<file path="config.mk">
export PLATFORM = sky130hd
export DESIGN_NAME = dpc_perf_counters
export DESIGN_NICKNAME = d
export VERILOG_FILES = /design/src/verilog/dpc_pin_pulse.v /design/src/verilog/dpc_perf_counters.v
export VERILOG_INCLUDE_DIRS = /design/src /design/src/verilog
export SDC_FILE = /design/constraint.sdc
export NUM_CORES = 1
export LEC_CHECK = 0
export ABC_AREA = 1
export BUFFER_PORTS_ARGS = -buffer_cell sky130_fd_sc_hd__buf_2
export CAP_MARGIN = 30
export CORE_ASPECT_RATIO = 1.25
export CORE_MARGIN = 1.5
export CORE_UTILIZATION = 59
export CTS_CLUSTER_DIAMETER = 100
export CTS_CLUSTER_SIZE = 8
export DETAILED_ROUTE_END_ITERATION = 8
export PLACE_DENSITY = 0.81
export SLEW_MARGIN = 15
export SYNTH_ARGS = -nofsm -noshare
export SYNTH_HDL_FRONTEND = slang
export SYNTH_SLANG_ARGS = --single-unit
</file>
<file path="constraint.sdc">
create_clock -name core_clk_in -period 10.5 [get_ports core_clk_in]
set_input_delay 0.525 -clock core_clk_in [delete_from_list [all_inputs] [get_ports core_clk_in]]
set_output_delay 0.525 -clock core_clk_in [all_outputs]
set_load 0.05 [all_outputs]
</file>
<file path="src/verilog/dpc_consts.vh">
/*
  Constants for the dual event performance counter block: access indices,
  setup-register field positions, reset values and widths.
  Assumes it is included by bare name into the design files.
*/
//
// Contract
// - two independent 40-bit event/duration counters
// - duration mode adds one per true cycle
// - setup bits 7:0 hold event code
// - setup bits 15:8 hold qualifier mask
// - bit 16 counts at privilege 1-3
// - bit 17 counts at privilege 0
// - bit 18 counts rising transitions only
// - bit 19 pin per event, else overflow
// - pin pulse lasts exactly one bus clock
// - bit 20 raises overflow interrupt request
// - bit 22 in setup 0 enables both
// - bit 23 flips threshold test, ignored if zero
// - nonzero threshold: pass adds exactly one
// - zero threshold adds full event count
// - register instructions allowed only at privilege 0
// - user counter read gated by permit bit
// - counter write sign-extends bit 31 upward
// - counting starts after enabling write executes
// - stop both, or counter 1 alone
`ifndef DPC_CONSTS_VH
`define DPC_CONSTS_VH

// register access indices
`define DPC_IDX_SETUP0   2'h0
`define DPC_IDX_SETUP1   2'h1
`define DPC_IDX_CTR0     2'h2
`define DPC_IDX_CTR1     2'h3

// setup register fields
`define DPC_CODE_LSB     0
`define DPC_MASK_LSB     8
`define DPC_USR_BIT      16
`define DPC_OS_BIT       17
`define DPC_EDGE_BIT     18
`define DPC_PIN_BIT      19
`define DPC_INT_BIT      20
`define DPC_ON_BIT       22
`define DPC_FLIP_BIT     23
`define DPC_THR_LSB      24
`define DPC_THR_W        8
`define DPC_CFG_W        16

// writable bits; bit 21 reserved, bit 22 only in setup 0
`define DPC_SETUP0_WMASK 32'hFFDFFFFF
`define DPC_SETUP1_WMASK 32'hFF9FFFFF

// widths and reset values
`define DPC_CTR_W        40
`define DPC_SETUP_RST    32'h00000000
`define DPC_CTR_RST      40'h0000000000
`define DPC_BUS_DIV      4

`endif

</file>
<file path="src/verilog/dpc_pin_pulse.v">
/*
  Monitor pin pulse generator: each request not merged into a pending one drives the pin high for one
  bus clock (DIV core cycles) then low for one bus clock plus one core cycle.
  Assumes trigger comes from logic on the same core clock.
*/
`timescale 1ns/1ps
`default_nettype none
module dpc_pin_pulse #(
  parameter DIV = 4
) (
  // clock, reset, enable
  input  wire core_clk_in,
  input  wire rst_n_in,
  input  wire ce_in,
  // request and pin
  input  wire trig_in,
  output reg  pin_out
);
  reg [7:0] tick;
  reg       busy;
  reg       pend;

  // one request may wait while a pulse runs; later ones merge into it
  always @(posedge core_clk_in or negedge rst_n_in) begin
    if (!rst_n_in) begin
      tick    <= 8'h00;
      busy    <= 1'b0;
      pend    <= 1'b0;
      pin_out <= 1'b0;
    end else if (ce_in) begin
      if (busy) begin
        if (trig_in)
          pend <= 1'b1;
        if (tick == DIV[7:0] - 8'h01) begin
          pin_out <= 1'b0;
        end
        if (tick == 8'h02 * DIV[7:0] - 8'h01) begin
          tick <= 8'h00;
          busy <= 1'b0;
        end else begin
          tick <= tick + 8'h01;
        end
      end else if (trig_in || pend) begin
        busy    <= 1'b1;
        pend    <= 1'b0;
        pin_out <= 1'b1;
        tick    <= 8'h00;
      end
    end
  end
endmodule
`default_nettype wire

</file>
<file path="src/verilog/dpc_perf_counters.v">
/*
  Dual event performance counters: two setup registers, two 40-bit
  counters, privileged register access, user counter read, monitor pins
  and overflow interrupt requests.

  Counting: each core cycle, while the global flag in setup 0 is set and
  the counter's own setup word is nonzero, a counter adds one of
    - the privilege-filtered event count (zero threshold),
    - a single step when the threshold test passes (nonzero threshold),
    - a single step on a rising level (edge mode).
  Duration sources report one event per cycle in which they hold true.

  Register port: a request is answered one cycle later by ack or fault;
  read data reflects the state before the edge that takes the request.
  A counter write stores the low word and copies bit 31 upward, and wins
  over counting in the same cycle, hiding that cycle's overflow.

  User read port: open at any level unless the permit bit is set, which
  limits it to privilege 0.

  Monitor pins: each trigger gives one bus clock high (BUS_DIV core
  cycles) and one bus clock plus one core cycle low. Triggers during a pulse merge into one
  pending pulse, so in event mode the pin marks activity, not a count.

  Overflow requests: a one-cycle pulse on the carry out of the top bit,
  when the counter's interrupt flag is set.

  Assumes event units outside report per-cycle event counts on the core
  clock and the privilege level is supplied by the core each cycle.
  Assumes the permit bit and privilege level come from logic on the same
  clock, so neither passes a synchroniser here.
  Assumes the reset pin may be asynchronous; its release is retimed.
*/
`timescale 1ns/1ps
`default_nettype none
`include "dpc_consts.vh"
module dpc_perf_counters #(
  parameter EVT_W   = 4,
  parameter BUS_DIV = `DPC_BUS_DIV
) (
  // clock, reset, enable
  input  wire              core_clk_in,
  input  wire              rst_b_in,
  input  wire              ce_in,
  // processor state
  input  wire [1:0]        cpl_in,
  input  wire              user_read_permit_in,
  // register instruction port
  input  wire              msr_req_in,
  input  wire              msr_wr_in,
  input  wire [1:0]        msr_idx_in,
  input  wire [31:0]       msr_wdata_in,
  output reg               msr_ack_out,
  output reg               msr_fault_out,
  output reg  [39:0]       msr_rdata_out,
  // user counter read port
  input  wire              pmc_req_in,
  input  wire              pmc_sel_in,
  output reg               pmc_ack_out,
  output reg               pmc_fault_out,
  output reg  [39:0]       pmc_rdata_out,
  // event units
  input  wire [EVT_W-1:0]  evt_num0_in,
  input  wire [EVT_W-1:0]  evt_num1_in,
  output wire [15:0]       evt_cfg0_out,
  output wire [15:0]       evt_cfg1_out,
  // monitor pins and overflow requests
  output wire              monitor_pin0_out,
  output wire              monitor_pin1_out,
  output wire              ovf_irq0_out,
  output wire              ovf_irq1_out
);
  // counter width is fixed by the register layout, not a parameter
  localparam CW = `DPC_CTR_W;

  // reset release through two flops; assertion stays asynchronous so
  // the block clears even without a running clock, while release is
  // retimed to avoid a partial start across the counters
  reg rst_meta;
  reg rst_n;
  always @(posedge core_clk_in or negedge rst_b_in) begin
    if (!rst_b_in) begin
      rst_meta <= 1'b0;
      rst_n    <= 1'b0;
    end else begin
      rst_meta <= 1'b1;
      rst_n    <= rst_meta;
    end
  end

  // architectural setup registers
  reg  [31:0] event_setup_0;
  reg  [31:0] event_setup_1;
  // counter values and per-counter outputs gathered from the loop
  wire [2*CW-1:0] cnt_flat;
  wire [1:0] irq_flat;
  wire [1:0] pin_flat;

  // register access needs privilege level 0
  wire msr_ok = msr_req_in && (cpl_in == 2'h0);
  wire wr_ok  = msr_ok && msr_wr_in;

  // the global enable lives only in setup 0
  wire glob_on = event_setup_0[`DPC_ON_BIT];

  // setup register writes; reserved bits and the missing global flag of
  // setup 1 are masked so they always read back as zero
  always @(posedge core_clk_in or negedge rst_n) begin
    if (!rst_n) begin
      event_setup_0 <= `DPC_SETUP_RST;
      event_setup_1 <= `DPC_SETUP_RST;
    end else if (ce_in) begin
      if (wr_ok && msr_idx_in == `DPC_IDX_SETUP0)
        event_setup_0 <= msr_wdata_in & `DPC_SETUP0_WMASK;
      if (wr_ok && msr_idx_in == `DPC_IDX_SETUP1)
        event_setup_1 <= msr_wdata_in & `DPC_SETUP1_WMASK;
    end
  end

  // code and qualifier mask steer the outside event units; they see a
  // new setup from the cycle after its write
  assign evt_cfg0_out = event_setup_0[`DPC_CODE_LSB +: `DPC_CFG_W];
  assign evt_cfg1_out = event_setup_1[`DPC_CODE_LSB +: `DPC_CFG_W];

  wire [63:0] setup_flat = {event_setup_1, event_setup_0};
  wire [2*EVT_W-1:0] num_flat = {evt_num1_in, evt_num0_in};

  // per-counter datapath; one body serves both counters so that their
  // behaviour cannot drift apart. Counter 0 sits at slice 0 of the flat
  // buses, counter 1 at slice 1.
  genvar g;
  generate
    for (g = 0; g < 2; g = g + 1) begin : ctr
      // this counter's setup word and event report
      wire [31:0]      setup   = setup_flat[32*g +: 32];
      wire [EVT_W-1:0] num     = num_flat[EVT_W*g +: EVT_W];
      // decoded setup fields
      wire [7:0]       thr     = setup[`DPC_THR_LSB +: `DPC_THR_W];
      wire             usr_en  = setup[`DPC_USR_BIT];
      wire             os_en   = setup[`DPC_OS_BIT];
      wire             edge_en = setup[`DPC_EDGE_BIT];
      wire             pin_ev  = setup[`DPC_PIN_BIT];
      wire             int_en  = setup[`DPC_INT_BIT];
      wire             flip    = setup[`DPC_FLIP_BIT];
      // write strobe for this counter's own index
      wire [1:0]       my_idx  = (g == 0) ? `DPC_IDX_CTR0 : `DPC_IDX_CTR1;
      wire             wr_hit  = wr_ok && (msr_idx_in == my_idx);
      // counter state
      reg  [CW-1:0]    count;
      reg              prev_hit;
      reg              irq;
      // per-cycle terms
      reg              priv_ok;
      reg  [7:0]       qual;
      reg              run;
      reg              thr_pass;
      reg              hit;
      reg  [CW-1:0]    lvl_inc;
      reg  [CW-1:0]    inc;
      reg  [CW:0]      sum;
      reg  [CW-1:0]    next_count;
      reg              carry;
      reg              next_pin;

      // privilege filter: events outside the enabled levels count as none;
      // both flags together count at every level
      always @* begin
        priv_ok = (cpl_in == 2'h0) ? os_en
                                   : usr_en;
        qual = 8'h00;
        if (priv_ok)
          qual[EVT_W-1:0] = num;
      end

      // clearing a setup register stops its counter; the global flag in
      // setup 0 stops both
      always @* begin
        run = glob_on && (setup != 32'h00000000);
      end

      // threshold test; the flip flag is meaningless with a zero threshold
      always @* begin
        if (thr == 8'h00)
          thr_pass = 1'b0;
        else if (flip)
          thr_pass = (qual < thr);
        else
          thr_pass = (qual >= thr);
      end

      // level for the edge detector and the plain per-cycle increment
      always @* begin
        if (thr != 8'h00) begin
          hit     = thr_pass;
          lvl_inc = thr_pass ? {{(CW-1){1'b0}}, 1'b1} : {CW{1'b0}};
        end else begin
          hit     = (qual != 8'h00);
          // duration sources report one per true cycle
          lvl_inc = {{(CW-8){1'b0}}, qual};
        end
      end

      // edge mode gives one step per rising level; a level that stays up
      // counts once, a limitation users must expect
      always @* begin
        if (edge_en)
          inc = (hit && !prev_hit) ? {{(CW-1){1'b0}}, 1'b1}
                                   : {CW{1'b0}};
        else
          inc = lvl_inc;
        if (!run)
          inc = {CW{1'b0}};
      end

      // one extra bit on the adder so the carry out of bit 39 is the
      // overflow; the sum simply wraps and counting carries on
      always @* begin
        sum        = {1'b0, count} + {1'b0, inc};
        next_count = sum[CW-1:0];
        carry      = sum[CW];
        next_pin   = pin_ev ? (inc != {CW{1'b0}})
                            : carry;
      end

      // counter, edge history and overflow request
      always @(posedge core_clk_in or negedge rst_n) begin
        if (!rst_n) begin
          count    <= `DPC_CTR_RST;
          prev_hit <= 1'b0;
          irq      <= 1'b0;
        end else if (ce_in) begin
          // a write wins over counting in the same cycle
          if (wr_hit)
            count <= {{(CW-32){msr_wdata_in[31]}}, msr_wdata_in};
          else
            count <= next_count;
          // history only runs while counting, so a restart sees a fresh edge
          prev_hit <= run && hit;
          // the write also hides an overflow that would land in its cycle
          irq      <= !wr_hit && carry && int_en;
        end
      end

      // an idle pin rises on the same edge as the count changes; the pulse
      // stretcher keeps its own pending flag, so a burst of triggers
      // costs at most one extra pulse
      dpc_pin_pulse #(
        .DIV (BUS_DIV)
      ) dpc_pin_pulse_i (
        .core_clk_in (core_clk_in),
        .rst_n_in    (rst_n),
        .ce_in       (ce_in),
        .trig_in     (next_pin && !wr_hit),
        .pin_out     (pin_flat[g])
      );

      assign cnt_flat[CW*g +: CW] = count;
      assign irq_flat[g] = irq;
    end
  endgenerate

  // pins and requests leave straight from the flops inside the loop,
  // so no glitch reaches the outside
  assign monitor_pin0_out = pin_flat[0];
  assign monitor_pin1_out = pin_flat[1];
  assign ovf_irq0_out     = irq_flat[0];
  assign ovf_irq1_out     = irq_flat[1];

  // read data for the register instruction port; setup reads fill the
  // upper byte with zero, counter reads return all 40 bits as they stand
  // before the edge that takes the request
  reg [39:0] msr_rd;
  always @* begin
    case (msr_idx_in)
      `DPC_IDX_SETUP0: msr_rd = {8'h00, event_setup_0};
      `DPC_IDX_SETUP1: msr_rd = {8'h00, event_setup_1};
      `DPC_IDX_CTR0:   msr_rd = cnt_flat[CW-1:0];
      `DPC_IDX_CTR1:   msr_rd = cnt_flat[2*CW-1:CW];
      default:         msr_rd = 40'h0000000000;
    endcase
  end

  // register port answer: ack or fault one cycle after the request,
  // never both; a refused access returns zero so nothing leaks to a
  // lower privilege level
  always @(posedge core_clk_in or negedge rst_n) begin
    if (!rst_n) begin
      msr_ack_out   <= 1'b0;
      msr_fault_out <= 1'b0;
      msr_rdata_out <= 40'h0000000000;
    end else if (ce_in) begin
      msr_ack_out   <= msr_ok;
      msr_fault_out <= msr_req_in && !msr_ok;
      // read data only with an acknowledged read; writes answer zero
      if (msr_ok && !msr_wr_in)
        msr_rdata_out <= msr_rd;
      else
        msr_rdata_out <= 40'h0000000000;
    end
  end

  // user counter read: not ordered with a register write in the same
  // cycle, so it sees the older value
  always @(posedge core_clk_in or negedge rst_n) begin
    if (!rst_n) begin
      pmc_ack_out   <= 1'b0;
      pmc_fault_out <= 1'b0;
      pmc_rdata_out <= 40'h0000000000;
    end else if (ce_in) begin
      pmc_ack_out   <= 1'b0;
      pmc_fault_out <= 1'b0;
      pmc_rdata_out <= 40'h0000000000;
      if (pmc_req_in) begin
        // permit bit set limits the read to privilege 0
        if (user_read_permit_in && cpl_in != 2'h0) begin
          pmc_fault_out <= 1'b1;
        end else begin
          pmc_ack_out   <= 1'b1;
          pmc_rdata_out <= pmc_sel_in ? cnt_flat[2*CW-1:CW]
                                      : cnt_flat[CW-1:0];
        end
      end
    end
  end
endmodule
`default_nettype wire

</file>
# ---- Word level (Yosys, flattened, before mapping)
# Index checks and enable logic that the tools add are counted.
dict set report op_classes {
  n_mux 57
  order_cmp 4
  n_addsub 4
  reduce_logical 52
  n_eq_ne 11
}
# op count
set op_table {}
lappend op_table {{two-way mux 40 bit} 10}
lappend op_table {{one-hot mux 40 bit (4 select lines)} 1}
lappend op_table {{adder 40 x 40 -> 41 bit} 2}
lappend op_table {{nonzero test 40 bit} 2}
lappend op_table {{nonzero test 32 bit} 2}
lappend op_table {{two-way mux 8 bit} 6}
lappend op_table {{two-way mux 1 bit} 36}
lappend op_table {{nonzero test 8 bit} 4}
lappend op_table {{logical AND 1 bit} 21}
lappend op_table {{adder 8 x 1 -> 8 bit (second input constant)} 2}
lappend op_table {{equality test 8 x 2 -> 1 bit (second input constant)} 2}
lappend op_table {{equality test 8 x 3 -> 1 bit (second input constant)} 2}
lappend op_table {{greater-or-equal comparator 4 x 8 -> 1 bit} 2}
lappend op_table {{zero test 8 bit} 2}
lappend op_table {{less-than comparator 4 x 8 -> 1 bit} 2}
lappend op_table {{two-way mux 4 bit} 4}
lappend op_table {{AND reduction 3 bit} 4}
lappend op_table {{AND reduction 2 bit} 4}
lappend op_table {{zero test 1 bit} 6}
lappend op_table {{nonzero test 2 bit} 3}
lappend op_table {{equality test 2 bit (second input constant)} 2}
lappend op_table {{zero test 2 bit} 2}
lappend op_table {{!= test 2 x 1 -> 1 bit (second input constant)} 2}
lappend op_table {{!= test 2 bit (second input constant)} 2}
lappend op_table {{other kinds (2)} 3}
dict set report word_totals {
  regBits 253
  output_inout_bits 120
}

# ---- Depth between registers and ports, before layout
dict set report logic_depth {
  depth_word 17
  depth_mapped 31
  ltp_nobuf 31
}

# ---- Modules after synthesis
# A second synthesis with hierarchy kept.
dict set report unflattened {
  hier_cells 1963
  area_unflattened_um2 14823.0
}
# mod cells_per_inst area_each_um2 seq_area_each_um2 n_inst
set modules_own_cells {}
lappend modules_own_cells {dpc_perf_counters 1793 13589.3 5780.5 1}
lappend modules_own_cells {dpc_pin_pulse 85 616.8 275.3 2}

# ---- Least setup slack after synthesis
# OpenSTA, ideal clock, no wires.
dict set report synth_path {
  kind {input to register}
  startpoint {input cpl_in[1]}
  endpoint {register ctr[1].dpc_pin_pulse_i.tick[5]}
  path_stages 28
  required_time_ns 10.383
  path_slack_ns 6.399
  setup_time_ns 0.117
  n_path_buf 0
  t_arrival_ns 3.984
  cell_sequence {nor2_2 -> o21ai_0 -> nand2_1 -> inv_1 -> ha_1 -> inv_1 -> nor2_1 -> nor2_1 -> o21ai_0 -> a31oi_1 -> o31ai_1 -> nand3_1 -> inv_1 -> ha_1 -> inv_1 -> fa_1 -> o21ai_2 -> nand3_2 -> nor3_2 -> nand4_2 -> nor2_2 -> nand2_1 -> a21oi_1 -> nand2_1 -> nand3_2 -> nand2_4 -> nand2_1 -> nand2_1}
}
dict set report synth_between {
  elab_chain_len 17
  word_cells_on_any_way 26
  cone_classes {add/sub (1); order compare (2); mux (11); reduce/logical (12)}
}
# element line
set synth_rtl {}
lappend synth_rtl {{start, declared} dpc_perf_counters.v:46} ;# input wire [1:0] cpl_in,
lappend synth_rtl {{zero test 2 bit (*)} {dpc_perf_counters.v:100, dpc_perf_counters.v:168}}
lappend synth_rtl {{two-way mux 1 bit} dpc_perf_counters.v:168} ;# priv_ok = (cpl_in == 2'h0) ? os_en
lappend synth_rtl {{two-way mux 4 bit} dpc_perf_counters.v:171} ;# if (priv_ok)
lappend synth_rtl {{greater-or-equal comparator 4 x 8 -> 1 bit / less-than comparator 4 x 8 -> 1 bit (equally long branches)} {dpc_perf_counters.v:188, dpc_perf_counters.v:186}}
lappend synth_rtl {{two-way mux 1 bit} dpc_perf_counters.v:185} ;# else if (flip)
lappend synth_rtl {{two-way mux 1 bit} dpc_perf_counters.v:183} ;# if (thr == 8'h00)
lappend synth_rtl {{two-way mux 1 bit} dpc_perf_counters.v:193} ;# if (thr != 8'h00) begin
lappend synth_rtl {{logical AND 1 bit} dpc_perf_counters.v:207} ;# inc = (hit && !prev_hit) ? {{(CW-1){1'b0}}, 1'b1}
lappend synth_rtl {{two-way mux 1 bit} dpc_perf_counters.v:207}
lappend synth_rtl {{two-way mux 40 bit} dpc_perf_counters.v:206} ;# if (edge_en)
lappend synth_rtl {{two-way mux 40 bit} dpc_perf_counters.v:211} ;# if (!run)
lappend synth_rtl {{adder 40 x 40 -> 41 bit / nonzero test 40 bit (equally long branches)} {dpc_perf_counters.v:218, dpc_perf_counters.v:221}}
lappend synth_rtl {{two-way mux 1 bit} dpc_perf_counters.v:221} ;# next_pin = pin_ev ? (inc != {CW{1'b0}})
lappend synth_rtl {{logical AND 1 bit (*)} dpc_perf_counters.v:253} ;# .trig_in (next_pin && !wr_hit),
lappend synth_rtl {{logical OR 1 bit (*)} dpc_pin_pulse.v:43} ;# end else if (trig_in || pend) begin
lappend synth_rtl {{nonzero test 2 bit (no line) (*)} --}
lappend synth_rtl {{AND reduction 2 bit (no line) (*)} --}
lappend synth_rtl {{end signal, assigned} dpc_pin_pulse.v:41} ;# tick <= tick + 8'h01;
lappend synth_rtl {{end, declared} dpc_pin_pulse.v:19} ;# reg [7:0] tick;
# Mark *: on every way between the ends. The rest lies on a longest branch, timed or not.
# A chain may end at the register's enable or synchronous reset.

# ---- Worst setup path in the final report
# Same ends and word-level chain as after synthesis.

==> flow_summary.ini <==
[yosys]
syn_nets = 1915
synth_compound_area_share_pct = 20.65
postSynthAreaPerCell_sq_um = 7.743
synth_top_family_by_area = compound AO/OA/AOI/OAI gates
synth_edf_count = 0
synthAdderAreaFrac_pct = 1.770
synth_top_area_cell = dfrtp_1
ys_warn_count = 0
muxShareOfSynthArea_pct = 0
synth_top_area_share_pct = 44.34
ys_seq_area_share_pct = 44.34
synth_most_common_cell = nand2_1
synthTopCellsByCount = nand2_1, o21ai_0, dfrtp_1, inv_1, nor2_1
synth_xor_area_share_pct = 3.374
syn-cell-area_sq_um = 14280
synthTopCellsByArea = dfrtp_1, o21ai_0, nand2_1
synth_flop_cell = dfrtp_1
ys_types = 49
ys_seq_elements = 253
syn_inst = 1844
yosys.area_share.simple_pct = 20.55
async_reset_ff_share_pct = 100.0

[sta]
tightest_slew_ns = 0.9803
relSlewSlack_pct = 34.41
fin_crit_sh_pct = 46.18
setup_violations = 0
fmax_ghz = 0.2062
grt_setup_unrepaired = false
final.setup.worst_slack_ns = 5.651
clock_skew_ns = 0.01461
hold_violations = 0
period_minus_slack_ns = 4.849
finalMaxSlewViolations = 0
setup-tns-final_ns = 0

[die]
die_area_sq_um = 25150
rows = 63
core-area_sq_um = 23730
die_w_um = 142.1
boundaryPins = 172
initial_utilization_pct = 60.18
die_h_um = 176.9

[global_route]
antenna_found_initial = 0
grt_start_max_net_pins = 90
use_met3_pct = 7.197
grt_use_total_pct = 36.45
grt_pass1_vias = 13440
grt_overflow_total = 0
use_met2_pct = 58.27
busiest_layer = met2
grt_pass1_wl_um = 70690
met1_usage_pct = 44.80

[critical_path]
cp_slowest_cell = fa_1
rrSetupSlack_ns = 5.69
cp-start-kind = input pin
cp_num_buf_inv = 5
cpLargestDelayFamily = simple AND/OR/NAND/NOR gates
required_ns = 10.89
crit_type = in2reg
critPathLaunch = cpl_in[1]
crit_top_cell = nand2_1
crit_path_end_kind = flop
reg2reg_from = ctr[1].setup[16]$_DFFE_PN0P_
arrival_ns = 5.24
cp_max_fo = 8
critPathMaxStageDelay_ns = 0.41

[layout]
drive_gt1_share_pct = 14.71
syn_to_final_growth_pct = 12.86
layout.nets = 2022
antenna_cells = 0

[status]
status = completed

[drt]
routedWlPerCell_um = 19.92
ant_nets = 0
drc_errors = 0
drt_iter0_drc = 1278
vias_per_cell = 6.174
dr.pass1.iters = 7
vias = 14050
drt_wl_total_um = 45340

[power]
ir_drop_v = 0.00009605
powerDensity_nw_per_um2 = 191.7
static-leakage-power_uw = 0.007869

[clocking]
cts_root_buf = clkbuf_16
cts_tree = built
clkTransAtPathRegs_ns = 0.05
cts_buffers = 37
clock_sinks = 253
cts_max_level = 2
cts_setup_buffers = 0
cts_buffer_depth = 3
insertion_delay_ns = 0.51

[job]
max_cap_viol_count = 0

[place]
place_congestion = 1.046
post-dp-hpwl_um = 31180
portBuffers = 171
place_ws_ns = 5.316

[worst_hold_path]
min_path_type = in2reg
min-delay-start = pmc_req_in
-- layer usage --
metal	up-vias	wire, um	part of all wire (%)
met3	220	4384	9.7
met4	0	3402	7.5
met2	863	21010	46
met5	-	0	0
met1	6597	16550	36
li1	6373	-	-
-- worst paths after layout --
| path | to | cells after the start |
|---|---|---|
| max | ctr[1].dpc_pin_pulse_i.tick[5]$_DFFE_PN0P_ | 29 |
| min | pmc_fault_out$_DFFE_PN0P_ | 3 |
| max reg2reg | ctr[1].dpc_pin_pulse_i.tick[5]$_DFFE_PN0P_ | 28 |
| min reg2reg | rst_n$_DFF_PN0_ | 0 |
| max in group asynchronous | pmc_rdata_out[4]$_DFFE_PN0P_ | 3 |
| min in group asynchronous | rst_n$_DFF_PN0_ | 2 |
-- worst register-to-register path: cells and delay by family, from the launching register on --
| kind | cells | cell delay (ns) |
|---|---|---|
| buffers and inverters | 5 | 0.41 |
| AOI/OAI and AO/OA | 6 | 1.15 |
| adders and majority gates | 3 | 0.87 |
| and+or+nand+nor | 14 | 1.89 |
| DFF | 1 | 0.39 |
-- per-stage QoR --
stage	power (uW)	area, sq um	util [%]	hold slack, ns	std cells
6_report	3089	16110	67.91	0.2966	2276
5_1_grt	3234	16110	67.91	0.3251	2276
4_1_cts	3074	16060	67.68	0.2939	2274
3_5_place_dp	2053	15110	63.70	0.3140	2234
3_3_place_gp	2027	15090	63.58	0.3112	2233
2_1_floorplan	1839	14280	-	0.2294	1844
-- logic make-up after synthesis --
group / count (synthesis)
DFF: 253
buffers and inverters: 317
other: 1
adders and majority gates: 19
AOI/OAI and AO/OA: 527
and+or+nand+nor: 672
xor gates and xnor gates: 55
-- report_power, final --
group	switching [uW]	leakage [uW]	internal, uW
clock network	407	0.000461	617
registers	152	0.00327	1110
logic	571	0.00414	228
total	1130	0.00787	1960
-- sequential cells by signal (all words and copies together) (netlist names) --
name	flops
ctr.prev_hit	2
ovf_irq0_out	1
ctr.setup	61
pmc_rdata_out	40
ctr.dpc_pin_pulse_i.tick	16
ctr.count	80
ovf_irq1_out	1
msr_fault_out	1
ctr.dpc_pin_pulse_i.busy	2
ctr.dpc_pin_pulse_i.pin_out	2
pmc_fault_out	1
pmc_ack_out	1
msr_ack_out	1
rst_meta	1
rst_n	1
ctr.dpc_pin_pulse_i.pend	2
msr_rdata_out	40
-- area by class of cell --
cell class              instances  area, sq um
repair buffers                191         1069
well taps                     325        406.6
fillers                      2005         7614
inverters                     194        730.7
clock inverters                 1        5.005
multi-input cells            1274         6638
flip-flops and latches        253         6335
clock buffers                  38        929.6
-- cell usage in the layout, fill, tap and decap left out, drive strengths merged, types with 8 or more instances in the layout --
cell type / instances
xor2: 52
buf: 190
inv: 192
nor3: 44
nand3: 80
a31oi: 14
nor2: 122
nand2: 375
a21oi: 112
o22ai: 21
o21ai: 300
nor4: 21
dfrtp: 253
a32o: 9
ha: 17
a22oi: 20
nand4: 23
o211ai: 8
o31ai: 32
clkbuf: 38
-- timing repair --
| item | CTS | global route |
|---|---|---|
| hold buffers | 1 | 0 |
| setup endpoints to repair | 0 | 0 |
| resized for setup | 0 | 0 |
| endpoints found under the hold margin | 2 | 0 |
(Power assumes the default switching activity.)
